--- src/swc_pkg.sv ---
// constants, register map and state codes of the sleep and wake-up controller
// assumes one system clock at 200 MHz standing in for the core oscillator
//
// Operation
// sleep entered only by sleep instruction
// sleep clears watchdog, watchdog keeps counting
// sleep clears power-down, sets time-out flag
// oscillator driver off during sleep
// io pins hold their pre-sleep drive
// master clear pin held high while asleep
// watchdog reset never drives master clear
// wake on master clear, watchdog, interrupt
// master clear resets; others resume program
// watchdog wake clears time-out flag
// only clock-independent sources may wake
// next instruction prefetched during sleep instruction
// wake needs individual enable, ignores global
// run prefetched instruction, then vector if enabled
// pending enabled flag wakes right after sleep
// every wake-up clears the watchdog
// interrupt before sleep: sleep is a nop
// interrupt during sleep: full entry, then wake
// software reads power-down flag after sleep
// software clears watchdog before sleep itself
// crystal clock: watchdog cleared until start-up ends
// two dummy cycles before vector instruction
package swc_pkg;
	// register byte offsets
	localparam logic [3:0] OFF_CTRL = 4'h0;
	localparam logic [3:0] OFF_STATUS = 4'h4;
	localparam logic [3:0] OFF_WDT = 4'h8;
	localparam logic [3:0] OFF_CAUSE = 4'hC;
	// control field positions
	localparam int CTRL_WDT_EN = 0;
	localparam int CTRL_XTAL = 1;
	// status field positions
	localparam int ST_PD = 0;
	localparam int ST_TO = 1;
	localparam int ST_STATE_LO = 2;
	// wake cause codes
	localparam logic [1:0] CAUSE_NONE = 2'h0;
	localparam logic [1:0] CAUSE_PIN = 2'h1;
	localparam logic [1:0] CAUSE_WDT = 2'h2;
	localparam logic [1:0] CAUSE_INT = 2'h3;
	// reset values
	localparam logic RST_PD = 1'b1;
	localparam logic RST_TO = 1'b1;
	localparam logic [31:0] RST_CTRL = 32'h0000_0000;
	// axi responses
	localparam logic [1:0] RESP_OKAY = 2'h0;
	localparam logic [1:0] RESP_SLVERR = 2'h2;
	// timing: oscillator start-up in oscillator periods, one per clk
	localparam int CLK_MHZ = 200;
	localparam int START_PERIODS = 1024;
	localparam int START_CYCLES = START_PERIODS;
	localparam logic [10:0] START_LAST = 11'(START_CYCLES - 1);
	// sequencer states
	typedef enum logic [2:0] {
		SWC_RUN = 3'h0,
		SWC_SLEEP = 3'h1,
		SWC_START = 3'h2,
		SWC_POST = 3'h3,
		SWC_DUMMY1 = 3'h4,
		SWC_DUMMY2 = 3'h5,
		SWC_VECTOR = 3'h6
	} swc_state_t;
endpackage

--- src/swc_top.sv ---
// sleep entry and wake-up sequencer with axi4-lite control and status
// assumes core strobes are one-cycle pulses synchronous to clk
`timescale 1ns/1ps
module swc_top #(
	parameter int NSRC = 8,
	parameter logic [NSRC-1:0] WAKE_MASK = 8'hFF,
	parameter int WDT_WIDTH = 16,
	parameter logic [WDT_WIDTH-1:0] WDT_LIMIT = 16'hFFFF
) (
	// clock and reset
	input wire logic clk,
	input wire logic rst,
	// axi4-lite write address
	input wire logic [31:0] s_axi_awaddr,
	input wire logic s_axi_awvalid,
	output logic s_axi_awready,
	// axi4-lite write data
	input wire logic [31:0] s_axi_wdata,
	input wire logic [3:0] s_axi_wstrb,
	input wire logic s_axi_wvalid,
	output logic s_axi_wready,
	// axi4-lite write response
	output logic [1:0] s_axi_bresp,
	output logic s_axi_bvalid,
	input wire logic s_axi_bready,
	// axi4-lite read
	input wire logic [31:0] s_axi_araddr,
	input wire logic s_axi_arvalid,
	output logic s_axi_arready,
	output logic [31:0] s_axi_rdata,
	output logic [1:0] s_axi_rresp,
	output logic s_axi_rvalid,
	input wire logic s_axi_rready,
	// core strobes
	input wire logic sleep_instr,
	input wire logic watchdog_clear_instr,
	input wire logic global_int_enable,
	// interrupt sources
	input wire logic [NSRC-1:0] int_flags,
	input wire logic [NSRC-1:0] int_enables,
	// configuration and pins
	input wire logic wdt_cfg_enable,
	input wire logic master_clear_pin_n,
	// master clear pin driver, never enabled
	output logic master_clear_out,
	output logic master_clear_oe,
	// clock and io control
	output logic osc_enable,
	output logic io_hold,
	output logic core_halt,
	// core sequencing pulses
	output logic prefetch_next,
	output logic exec_post_sleep,
	output logic dummy_cycle,
	output logic vector_branch,
	output logic sleep_nop,
	output logic device_reset,
	// status flags
	output logic power_down_flag,
	output logic timeout_flag
);
	generate
		if (NSRC < 1 || NSRC > 24) begin : g_chk
			$error("interrupt source count out of range");
		end
	endgenerate

	swc_pkg::swc_state_t st_q; // sequencer state
	swc_pkg::swc_state_t st_d; // next state
	logic [10:0] start_q; // start-up timer
	logic pend_q; // enabled wake flag seen last cycle
	logic wake_int_q; // wake-up came from an interrupt
	logic [1:0] cause_q; // last wake cause
	logic pd_q; // power-down flag
	logic to_q; // time-out flag
	logic [31:0] ctrl_q; // control register
	logic osc_q, hold_q, halt_q; // clock and io control
	logic pf_q, post_q, dummy_q, vec_q, nop_q, rst_q; // core pulses
	logic [WDT_WIDTH-1:0] wdt_count; // watchdog count
	logic wdt_timeout; // watchdog time-out pulse

	// wake request from clock-independent enabled sources only
	wire pend = |(int_flags & int_enables & WAKE_MASK);
	wire wdt_en = wdt_cfg_enable | ctrl_q[swc_pkg::CTRL_WDT_EN];
	wire in_run = (st_q == swc_pkg::SWC_RUN);
	wire asleep = (st_q == swc_pkg::SWC_SLEEP);
	// sleep only from the instruction; a flag pending beforehand makes it a nop
	wire sleep_go = in_run && sleep_instr && !pend_q;
	wire sleep_skip = in_run && sleep_instr && pend_q;
	wire wake_pin = asleep && !master_clear_pin_n;
	wire wake_wdt = asleep && master_clear_pin_n && wdt_en && wdt_timeout;
	wire wake_int = asleep && master_clear_pin_n && !wake_wdt && pend;
	wire wake_any = wake_wdt || wake_int;
	wire start_done = (start_q == swc_pkg::START_LAST);
	wire in_start = (st_q == swc_pkg::SWC_START);
	wire run_wdt_rst = in_run && wdt_en && wdt_timeout;
	// watchdog clear: instruction, sleep entry, any wake, held during start-up
	wire wdt_clr = watchdog_clear_instr || sleep_go || wake_any || wake_pin
		|| in_start;

	swc_watchdog #(
		.WIDTH(WDT_WIDTH),
		.LIMIT(WDT_LIMIT)
	) u_wdt (
		.clk(clk),
		.rst(rst),
		.enable(wdt_en),
		.clear(wdt_clr),
		.count(wdt_count),
		.timeout(wdt_timeout)
	);

	// next state of the sequencer
	always_comb begin
		st_d = st_q;
		unique case (st_q)
			swc_pkg::SWC_RUN: begin
				if (sleep_go) begin
					st_d = swc_pkg::SWC_SLEEP;
				end
			end
			swc_pkg::SWC_SLEEP: begin
				if (wake_pin) begin
					st_d = swc_pkg::SWC_RUN;
				end else if (wake_any && ctrl_q[swc_pkg::CTRL_XTAL]) begin
					st_d = swc_pkg::SWC_START;
				end else if (wake_any) begin
					st_d = swc_pkg::SWC_POST;
				end
			end
			swc_pkg::SWC_START: begin
				if (start_done) begin
					st_d = swc_pkg::SWC_POST;
				end
			end
			swc_pkg::SWC_POST: begin
				// vector only for an interrupt wake with global enable
				if (wake_int_q && global_int_enable) begin
					st_d = swc_pkg::SWC_DUMMY1;
				end else begin
					st_d = swc_pkg::SWC_RUN;
				end
			end
			swc_pkg::SWC_DUMMY1: begin
				st_d = swc_pkg::SWC_DUMMY2;
			end
			swc_pkg::SWC_DUMMY2: begin
				st_d = swc_pkg::SWC_VECTOR;
			end
			swc_pkg::SWC_VECTOR: begin
				st_d = swc_pkg::SWC_RUN;
			end
			default: begin
				st_d = swc_pkg::SWC_RUN;
			end
		endcase
	end

	// state, start-up timer and wake bookkeeping
	always_ff @(posedge clk or posedge rst) begin
		if (rst) begin
			st_q <= swc_pkg::SWC_RUN;
			start_q <= '0;
			pend_q <= 1'b0;
			wake_int_q <= 1'b0;
			cause_q <= swc_pkg::CAUSE_NONE;
		end else begin
			st_q <= st_d;
			start_q <= in_start ? start_q + 11'h001 : 11'h000;
			pend_q <= pend;
			if (wake_any) begin
				wake_int_q <= wake_int;
			end
			if (wake_pin) begin
				cause_q <= swc_pkg::CAUSE_PIN;
			end else if (wake_wdt) begin
				cause_q <= swc_pkg::CAUSE_WDT;
			end else if (wake_int) begin
				cause_q <= swc_pkg::CAUSE_INT;
			end
		end
	end

	// power-down and time-out flags
	always_ff @(posedge clk or posedge rst) begin
		if (rst) begin
			pd_q <= swc_pkg::RST_PD;
			to_q <= swc_pkg::RST_TO;
		end else if (sleep_go) begin
			pd_q <= 1'b0;
			to_q <= 1'b1;
		end else if (wake_wdt || run_wdt_rst) begin
			to_q <= 1'b0;
		end else if (watchdog_clear_instr) begin
			pd_q <= 1'b1;
			to_q <= 1'b1;
		end
	end

	// oscillator, io hold and core pulses
	always_ff @(posedge clk or posedge rst) begin
		if (rst) begin
			osc_q <= 1'b1;
			hold_q <= 1'b0;
			halt_q <= 1'b0;
			pf_q <= 1'b0;
			post_q <= 1'b0;
			dummy_q <= 1'b0;
			vec_q <= 1'b0;
			nop_q <= 1'b0;
			rst_q <= 1'b0;
		end else begin
			osc_q <= (st_d != swc_pkg::SWC_SLEEP);
			hold_q <= (st_d == swc_pkg::SWC_SLEEP) || (st_d == swc_pkg::SWC_START);
			halt_q <= (st_d == swc_pkg::SWC_SLEEP) || (st_d == swc_pkg::SWC_START);
			pf_q <= sleep_go;
			post_q <= (st_d == swc_pkg::SWC_POST);
			dummy_q <= (st_d == swc_pkg::SWC_DUMMY1) || (st_d == swc_pkg::SWC_DUMMY2);
			vec_q <= (st_d == swc_pkg::SWC_VECTOR);
			nop_q <= sleep_skip;
			rst_q <= wake_pin || run_wdt_rst || (in_run && !master_clear_pin_n);
		end
	end

	assign osc_enable = osc_q;
	assign io_hold = hold_q;
	assign core_halt = halt_q;
	assign prefetch_next = pf_q;
	assign exec_post_sleep = post_q;
	assign dummy_cycle = dummy_q;
	assign vector_branch = vec_q;
	assign sleep_nop = nop_q;
	assign device_reset = rst_q;
	assign power_down_flag = pd_q;
	assign timeout_flag = to_q;

	// master clear driver stays released, also on watchdog reset
	logic mc_out_q, mc_oe_q;
	always_ff @(posedge clk or posedge rst) begin
		if (rst) begin
			mc_out_q <= 1'b0;
			mc_oe_q <= 1'b0;
		end else begin
			mc_out_q <= 1'b0;
			mc_oe_q <= 1'b0;
		end
	end
	assign master_clear_out = mc_out_q;
	assign master_clear_oe = mc_oe_q;

	// ---- axi4-lite slave ----
	logic awr_q, wr_q, aw_got_q, w_got_q, bv_q, arr_q, rv_q;
	logic [3:0] awa_q; // latched write offset
	logic [31:0] wd_q; // latched write data
	logic [3:0] ws_q; // latched strobes
	logic [1:0] bresp_q, rresp_q;
	logic [31:0] rdata_q;

	// register decode, used for reads and writes
	function automatic logic hit(input logic [31:0] a);
		hit = (a[31:4] == 28'h0000000) && (a[1:0] == 2'h0);
	endfunction
	wire do_write = aw_got_q && w_got_q && !bv_q;
	wire wr_hit = (awa_q[1:0] == 2'h0) && awa_q[3:2] <= 2'h3;
	wire [31:0] status_w = {27'h0, st_q, to_q, pd_q};
	wire [31:0] wdt_w = 32'(wdt_count);
	wire [31:0] cause_w = {30'h0, cause_q};
	wire [3:0] ara = s_axi_araddr[3:0];
	wire [31:0] rd_mux = (ara == swc_pkg::OFF_CTRL) ? ctrl_q :
		(ara == swc_pkg::OFF_STATUS) ? status_w :
		(ara == swc_pkg::OFF_WDT) ? wdt_w : cause_w;

	// write channels, taken in either order
	always_ff @(posedge clk or posedge rst) begin
		if (rst) begin
			awr_q <= 1'b0;
			wr_q <= 1'b0;
			aw_got_q <= 1'b0;
			w_got_q <= 1'b0;
			bv_q <= 1'b0;
			bresp_q <= swc_pkg::RESP_OKAY;
			awa_q <= '0;
			wd_q <= '0;
			ws_q <= '0;
			ctrl_q <= swc_pkg::RST_CTRL;
		end else begin
			awr_q <= !aw_got_q && !bv_q && !(awr_q && s_axi_awvalid) && !do_write;
			wr_q <= !w_got_q && !bv_q && !(wr_q && s_axi_wvalid) && !do_write;
			if (awr_q && s_axi_awvalid) begin
				aw_got_q <= 1'b1;
				awa_q <= hit(s_axi_awaddr) ? s_axi_awaddr[3:0] : 4'h1;
			end
			if (wr_q && s_axi_wvalid) begin
				w_got_q <= 1'b1;
				wd_q <= s_axi_wdata;
				ws_q <= s_axi_wstrb;
			end
			if (do_write) begin
				aw_got_q <= 1'b0;
				w_got_q <= 1'b0;
				bv_q <= 1'b1;
				bresp_q <= wr_hit ? swc_pkg::RESP_OKAY : swc_pkg::RESP_SLVERR;
				if (awa_q == swc_pkg::OFF_CTRL && ws_q[0]) begin
					ctrl_q <= {30'h0, wd_q[swc_pkg::CTRL_XTAL], wd_q[swc_pkg::CTRL_WDT_EN]};
				end
			end else if (bv_q && s_axi_bready) begin
				bv_q <= 1'b0;
			end
		end
	end

	// read channel, one outstanding
	always_ff @(posedge clk or posedge rst) begin
		if (rst) begin
			arr_q <= 1'b0;
			rv_q <= 1'b0;
			rdata_q <= '0;
			rresp_q <= swc_pkg::RESP_OKAY;
		end else if (arr_q && s_axi_arvalid) begin
			arr_q <= 1'b0;
			rv_q <= 1'b1;
			rdata_q <= hit(s_axi_araddr) ? rd_mux : 32'h0000_0000;
			rresp_q <= hit(s_axi_araddr) ? swc_pkg::RESP_OKAY : swc_pkg::RESP_SLVERR;
		end else if (rv_q && s_axi_rready) begin
			rv_q <= 1'b0;
			arr_q <= 1'b1;
		end else if (!rv_q) begin
			arr_q <= 1'b1;
		end
	end

	assign s_axi_awready = awr_q;
	assign s_axi_wready = wr_q;
	assign s_axi_bvalid = bv_q;
	assign s_axi_bresp = bresp_q;
	assign s_axi_arready = arr_q;
	assign s_axi_rvalid = rv_q;
	assign s_axi_rdata = rdata_q;
	assign s_axi_rresp = rresp_q;
endmodule

--- src/swc_watchdog.sv ---
// watchdog counter with synchronous clear and a one-cycle time-out pulse
// assumes clear and enable come from the sequencer on the same clock
`timescale 1ns/1ps
module swc_watchdog #(
	parameter int WIDTH = 16,
	parameter logic [WIDTH-1:0] LIMIT = 16'hFFFF
) (
	// clock and reset
	input wire logic clk,
	input wire logic rst,
	// control
	input wire logic enable,
	input wire logic clear,
	// state
	output logic [WIDTH-1:0] count,
	output logic timeout
);
	generate
		if (WIDTH < 2) begin : g_chk
			$error("watchdog width too small");
		end
	endgenerate

	logic [WIDTH-1:0] count_q; // running count
	logic timeout_q; // pulse at terminal count

	assign count = count_q;
	assign timeout = timeout_q;

	// count while enabled, wrap at limit with a pulse
	always_ff @(posedge clk or posedge rst) begin
		if (rst) begin
			count_q <= '0;
			timeout_q <= 1'b0;
		end else if (clear || !enable) begin
			count_q <= '0;
			timeout_q <= 1'b0;
		end else if (count_q == LIMIT) begin
			count_q <= '0;
			timeout_q <= 1'b1;
		end else begin
			count_q <= count_q + 1'b1;
			timeout_q <= 1'b0;
		end
	end
endmodule

--- config.mk ---
export PLATFORM = sky130hd
export DESIGN_NAME = swc_top
export DESIGN_NICKNAME = d
export VERILOG_FILES = /design/src/swc_pkg.sv /design/src/swc_top.sv /design/src/swc_watchdog.sv
export SDC_FILE = /design/constraint.sdc
export NUM_CORES = 1
export LEC_CHECK = 0
export BUFFER_PORTS_ARGS = -buffer_cell sky130_fd_sc_hd__buf_4
export CORE_MARGIN = 5
export CORE_UTILIZATION = 25
export CTS_BUF_LIST = sky130_fd_sc_hd__clkbuf_4 sky130_fd_sc_hd__clkbuf_8 sky130_fd_sc_hd__clkbuf_16
export DETAILED_ROUTE_END_ITERATION = 6
export SETUP_SLACK_MARGIN = 0.3
export SLEW_MARGIN = 0
export SYNTH_ARGS = -nofsm -noshare
export SYNTH_HDL_FRONTEND = slang
export SYNTH_SLANG_ARGS = --single-unit
export TNS_END_PERCENT = 5
--- constraint.sdc ---
create_clock -name clk -period 5.6 [get_ports clk]
set_clock_uncertainty 0.15 [all_clocks]
set_input_delay 0.56 -clock clk [delete_from_list [all_inputs] [get_ports clk]]
set_output_delay 0.56 -clock clk [all_outputs]
set_load 0.02 [all_outputs]
== Word-level counts from Yosys, hierarchy flattened ==
Cells that the tools add are included.
Widths: inputs -> output; s select.
Storage, ports and cells
  output and inout bits: 54
  bits of input ports: 128
  logic and storage cells: 162
  flip-flop bits (word level): 97
Cells by class
  eq/ne operators: 18
  mux-type cells: 38
  reduce and logical (&&, ||, !) cells: 70
  order comparisons: 1
  add/sub/neg operators: 2
  bitwise logic cells: 2
Operators by type and width (count)
  $mux 16: 6
  $logic_not 28->1: 2
  $logic_and 1x1->1: 31
  $mux 1: 18
  $mux 3: 6
  $pmux 3 s6: 1
  $add 16x1->16 const B: 1
  $eq 16x16->1 const B: 1
  $eq 3x3->1 const B: 5
  $eq 3x2->1 const B: 4
  $add 11x1->11 const B: 1
  $eq 11x10->1 const B: 1
  $logic_or 1x1->1: 11
  $mux 11: 1
  $logic_not 1->1: 10
  $mux 2: 5
  $reduce_bool 2->1: 5
  $and 8x8->8: 1
  $logic_not 4->1: 2
  $reduce_or 8->1: 1
  $eq 3x1->1 const B: 2
  $logic_not 2->1: 3
  $ne 3x1->1 const B: 2
  $reduce_bool 3->1: 2
  other kinds (8): 9

== Logic depth before layout (Yosys ltp) ==
  depth in word-level cells: 14
  mapped depth: 8
  mapped depth without buffers: 6

== Cells and area by module ==
A second synthesis with hierarchy kept.
Second synthesis, totals
  cell total of the unflattened synthesis: 369
  area, all modules: 3839.9 µm²
Modules (own cells, without submodules)
  swc_top: times used 1, area each 3047.9 µm², cells an instance 287, seq. area each 1555.2 µm²
  swc_watchdog: times used 1, area each 792.0 µm², cells an instance 82, seq. area each 425.4 µm²

== Worst setup path before layout ==
No wires, ideal clock.
  path type: input to register
  start: input s_axi_araddr[6]
  end: register rdata_q[10] (netlist: s_axi_rdata[10])
  slack: 3704 ps
  data arrival time: 1680 ps
  stages: 6
  path through: nor4_1 > nand4_1 > nor3_2 > and3_1 > buf_4 > a22o_1
Between the ends
  longest elaborated chain between the ends: 3
RTL lines
  start: declaration: line swc_top.sv:27  | input wire logic [31:0] s_axi_araddr,
  $logic_not 28->1: line swc_top.sv:261  | hit = (a[31:4] == 28'h0000000) && (a[1:0] == 2'h0);
  $logic_and 1x1->1: line swc_top.sv:261
  $mux 16: line swc_top.sv:322  | rdata_q <= hit(s_axi_araddr) ? rd_mux : 32'h0000_0000;
  end signal: assignment: line swc_top.sv:322
  end: declaration: line swc_top.sv:257  | logic [31:0] rdata_q;
Every way passes these cells.
A chain may end at the register's enable or synchronous reset.

== Worst setup path in the final report ==
  start: register st_q[2]
  end: register u_wdt.count_q[0] (netlist: u_wdt.count[0])
Between the ends
  longest elaborated chain between the ends: 13
  elaborated cells between the ends (all ways): 19
  those cells by class: eq/ne (2); mux (1); reduce/logical (16)
RTL lines
  start: declaration: line swc_top.sv:68  | swc_pkg::swc_state_t st_q;
  start signal: assignment: line swc_top.sv:162  | st_q <= swc_pkg::SWC_RUN;
  start signal: assignment: line swc_top.sv:168  | st_q <= st_d;
  $eq 3x1->1: line swc_top.sv:86  | wire asleep = (st_q == swc_pkg::SWC_SLEEP);
  $logic_and 1x1->1: line swc_top.sv:91, swc_top.sv:92
  $logic_and 1x1->1 (2 in series): line swc_top.sv:91  | wire wake_wdt = asleep && master_clear_pin_n && wdt_en && wdt_timeout;
  $logic_not 1->1: line swc_top.sv:92  | wire wake_int = asleep && master_clear_pin_n && !wake_wdt && pend;
  $logic_and 1x1->1 (2 in series): line swc_top.sv:92
  $logic_or 1x1->1: line swc_top.sv:93  | wire wake_any = wake_wdt || wake_int;
  $logic_or 1x1->1 (2 in series): line swc_top.sv:98  | wire wdt_clr = watchdog_clear_instr || sleep_go || wake_any || wake_pin
  $logic_or 1x1->1 *: line swc_top.sv:99  | || in_start;
  $logic_or 1x1->1 *: line swc_watchdog.sv:35  | end else if (clear || !enable) begin
  $mux 16 *: line swc_watchdog.sv:35
  end signal: assignment: line swc_watchdog.sv:42  | count_q <= count_q + 1'b1;
  end: declaration: line swc_watchdog.sv:24  | logic [WIDTH-1:0] count_q;
Every way passes the cells marked *; elsewhere a longest branch is shown, timed or not.

==> impl_metrics.env <==
export IMPL_status="finished, final reports clean"
export IMPL_dp_cells=651
export IMPL_htree_levels=3
export IMPL_n_antenna_cell=0
export IMPL_ir_worst_vdd_v=0.0002128
export IMPL_setup_tns_ns=0
export IMPL_start_kind="flip-flop"
export IMPL_ant_nets=0
export IMPL_finalPower_mw=1.679
export IMPL_crit_buf_inv=0
export IMPL_top_usage_layer="met2"
export IMPL_cp_slowest_stage_delay_ns=0.55
export IMPL_clk_pin_slew_ns=0.06
export IMPL_antenna_found_initial=0
export IMPL_placed_cell_area_sq_um=4743
export IMPL_cts_hold_buffers=0
export IMPL_maxSlewViolCount=0
export IMPL_synth_cell_types=48
export IMPL_setup_viol=0
export IMPL_grt_max_degree=80
export IMPL_syn_to_final_growth_pct=37.37
export IMPL_synthCells=348
export IMPL_design_area_sq_um=5055
export IMPL_coreArea_sq_um=14480
export IMPL_cp_required_ns=5.71
export IMPL_met2_usage_pct=16.70
export IMPL_cp_slowest_cell="dfrtp_1"
export IMPL_yosysWarnings=0
export IMPL_fin_hold_ws_ns=0.2510
export IMPL_crit_chain="nor2_1 > nand2_1 > nor4b_2 > nand3_2 > nor2_1"
export IMPL_relSlewSlack_pct=34.67
export IMPL_rsz0062_at_grt="no"
export IMPL_dp_hpwl_um=7309
export IMPL_die_h_um=131.3
export IMPL_clk_path_buf_depth=2
export IMPL_crit_path_frequent_cell="nor2_1"
export IMPL_multi_input_area_sq_um=1523
export IMPL_finalCriticalPeriod_ns=2.163
export IMPL_drt_iter0_drc=195
export IMPL_p_leak_nw=2.362
export IMPL_dp_worst_setup_slack_ns=3.180
export IMPL_r2r_slack_ns=3.44
export IMPL_grt_pass1_vias=3062
export IMPL_cts_root_buf="clkbuf_16"
export IMPL_power_density_nw_per_um2=332.2
export IMPL_insertion_delay_ns=0.34
export IMPL_wl_um=9291
export IMPL_synth_main_ff_cell="dfrtp_1"
export IMPL_grtUsageMet1_pct=13.12
export IMPL_arrival_ns=2.27
export IMPL_final_common_cell="buf_4"
export IMPL_layout_drive_gt1_share_pct=34.16
export IMPL_num_rows=44
export IMPL_vias_per_cell=4.490
export IMPL_grt_pass1_wl_um=15280
export IMPL_crit_family="simple AND/OR/NAND/NOR gates"
export IMPL_hold_viol=0
export IMPL_setup_ws_ns=3.437
export IMPL_wl_per_cell_um=13.93
export IMPL_synth_seq_cells=79
export IMPL_post_cts_resized=0
export IMPL_fill_cells=1466
export IMPL_cts_sinks=79
export IMPL_die_width_um=131.3
export IMPL_layout_core_utilization_pct=34.91
export IMPL_layout_nets=608
export IMPL_worst_setup_path_end_kind="flip-flop"
export IMPL_fin_cells=667
export IMPL_gr_usage_met3_pct=5.008
export IMPL_seq_area_sq_um=1981
export IMPL_cts_setup_buffers=0
export IMPL_cts_tree="yes"
export IMPL_gp_congestion=0.7668
export IMPL_drcViolationCount=0
export IMPL_crit_fanout=16
export IMPL_ys_async_sr_fraction_pct=100.0
export IMPL_first_pass_iters=4
export IMPL_grtUsageTotal_pct=10.65
export IMPL_die_area_sq_um=17240
export IMPL_grt_ovfl_total=0
export IMPL_num_io_pins=182
export IMPL_yosysSeqAreaShare_pct=53.83
export IMPL_fmax_ghz=0.4624
export IMPL_syn_area_sq_um=3680
export IMPL_cts_buffers=9
export IMPL_avgSynthCellArea_sq_um=10.57
export IMPL_max_cap_viol_count=0
export IMPL_fin_crit_sh_pct=38.62
export IMPL_vias=2995
export IMPL_io_buffers=128
export IMPL_start_util_pct=25.41
export IMPL_holdCritPathClass="primary input to flip-flop"
export IMPL_synth_edf_count=0
export IMPL_final_cell_mix="buf_4 (129), dfrtp_1 (76), nor2_1 (46)"
export IMPL_worst_pin_slew_ns=0.9800
export IMPL_path_class="flip-flop to flip-flop"
==> final timing paths <==
kind	startpoint	to	cells after the start
setup / recovery	st_q[2]$_DFF_PP0_	u_wdt.count[0]$_DFF_PP0_	5
hold / removal	s_axi_bready	s_axi_bvalid$_DFFE_PP0P_	2
setup reg to reg	st_q[2]$_DFF_PP0_	u_wdt.count[0]$_DFF_PP0_	5
hold reg to reg	aw_got_q$_DFFE_PP0P_	s_axi_awready$_DFF_PP0_	1
max in group asynchronous	rst	wd_q[0]$_DFFE_PP0P_	3
min in group asynchronous	rst	u_wdt.count[9]$_DFF_PP0_	3
==> Yosys cell counts, drive strengths merged (3+ instances only) <==
cell | n | area (sq um)
dfrtp | 76 | 1902
nor2 | 46 | 172.7
buf | 27 | 198.9
nand2 | 20 | 75.07
a22o | 15 | 131.4
nor4 | 14 | 87.58
o21ai | 12 | 63.81
xnor2 | 12 | 105.1
inv | 11 | 41.29
nand3 | 11 | 60.06
xor2 | 11 | 96.34
nand4 | 10 | 77.57
a21oi | 8 | 40.04
mux2 | 8 | 90.09
a22oi | 7 | 52.55
nor3 | 7 | 40.04
and2 | 5 | 31.28
and4 | 5 | 46.29
o22ai | 5 | 31.28
and3 | 4 | 25.02
dfstp | 3 | 78.83
nor2b | 3 | 18.77
o21a | 3 | 22.52
or3 | 3 | 18.77
==> registers in the layout, indices dropped and copies added (netlist names), 2 cells and up <==
signal       count
start_q         11
u_wdt.count     16
cause_q          2
ctrl_q           2
s_axi_rdata     16
wd_q             2
awa_q            4
st_q             3
==> cell families (layout without fill, tap and decap cells) <==
group | after synthesis | in the layout | share of synthesized area, %
muxes | 8 | 8 | 2.448
DFF | 79 | 79 | 53.83
AOI/OAI and AO/OA | 59 | 59 | 11.22
and+or+nand+nor | 136 | 136 | 19.52
buffers and inverters | 40 | 156 | 6.732
adders and majority gates | 2 | 2 | 0.6799
xor gates and xnor gates | 23 | 23 | 5.474
other | 1 | 20 | 0.1019
==> final cells by class <==
type | count | area share [%]
Clock buffer | 10 | 4.728
Clock inverter | 6 | 1.436
Inverter | 11 | 0.8168
Multi-Input combinational cell | 248 | 30.12
Sequential cell | 79 | 39.18
Tap cell | 184 | 4.554
Timing Repair Buffer | 129 | 19.16
==> power breakdown <==
part,internal (mW),switching (mW),leakage (nW)
registers,0.651,0.0722,1.04
logic,0.161,0.192,1.17
clock network,0.363,0.240,0.151
==> layer usage <==
layer  up-vias  routed length [um]
met2        95                4446
met3        12                 786
met4         0                 127
met1      1427                3932
met5         -                   0
li1       1461                   -
(Power assumes the default switching activity.)
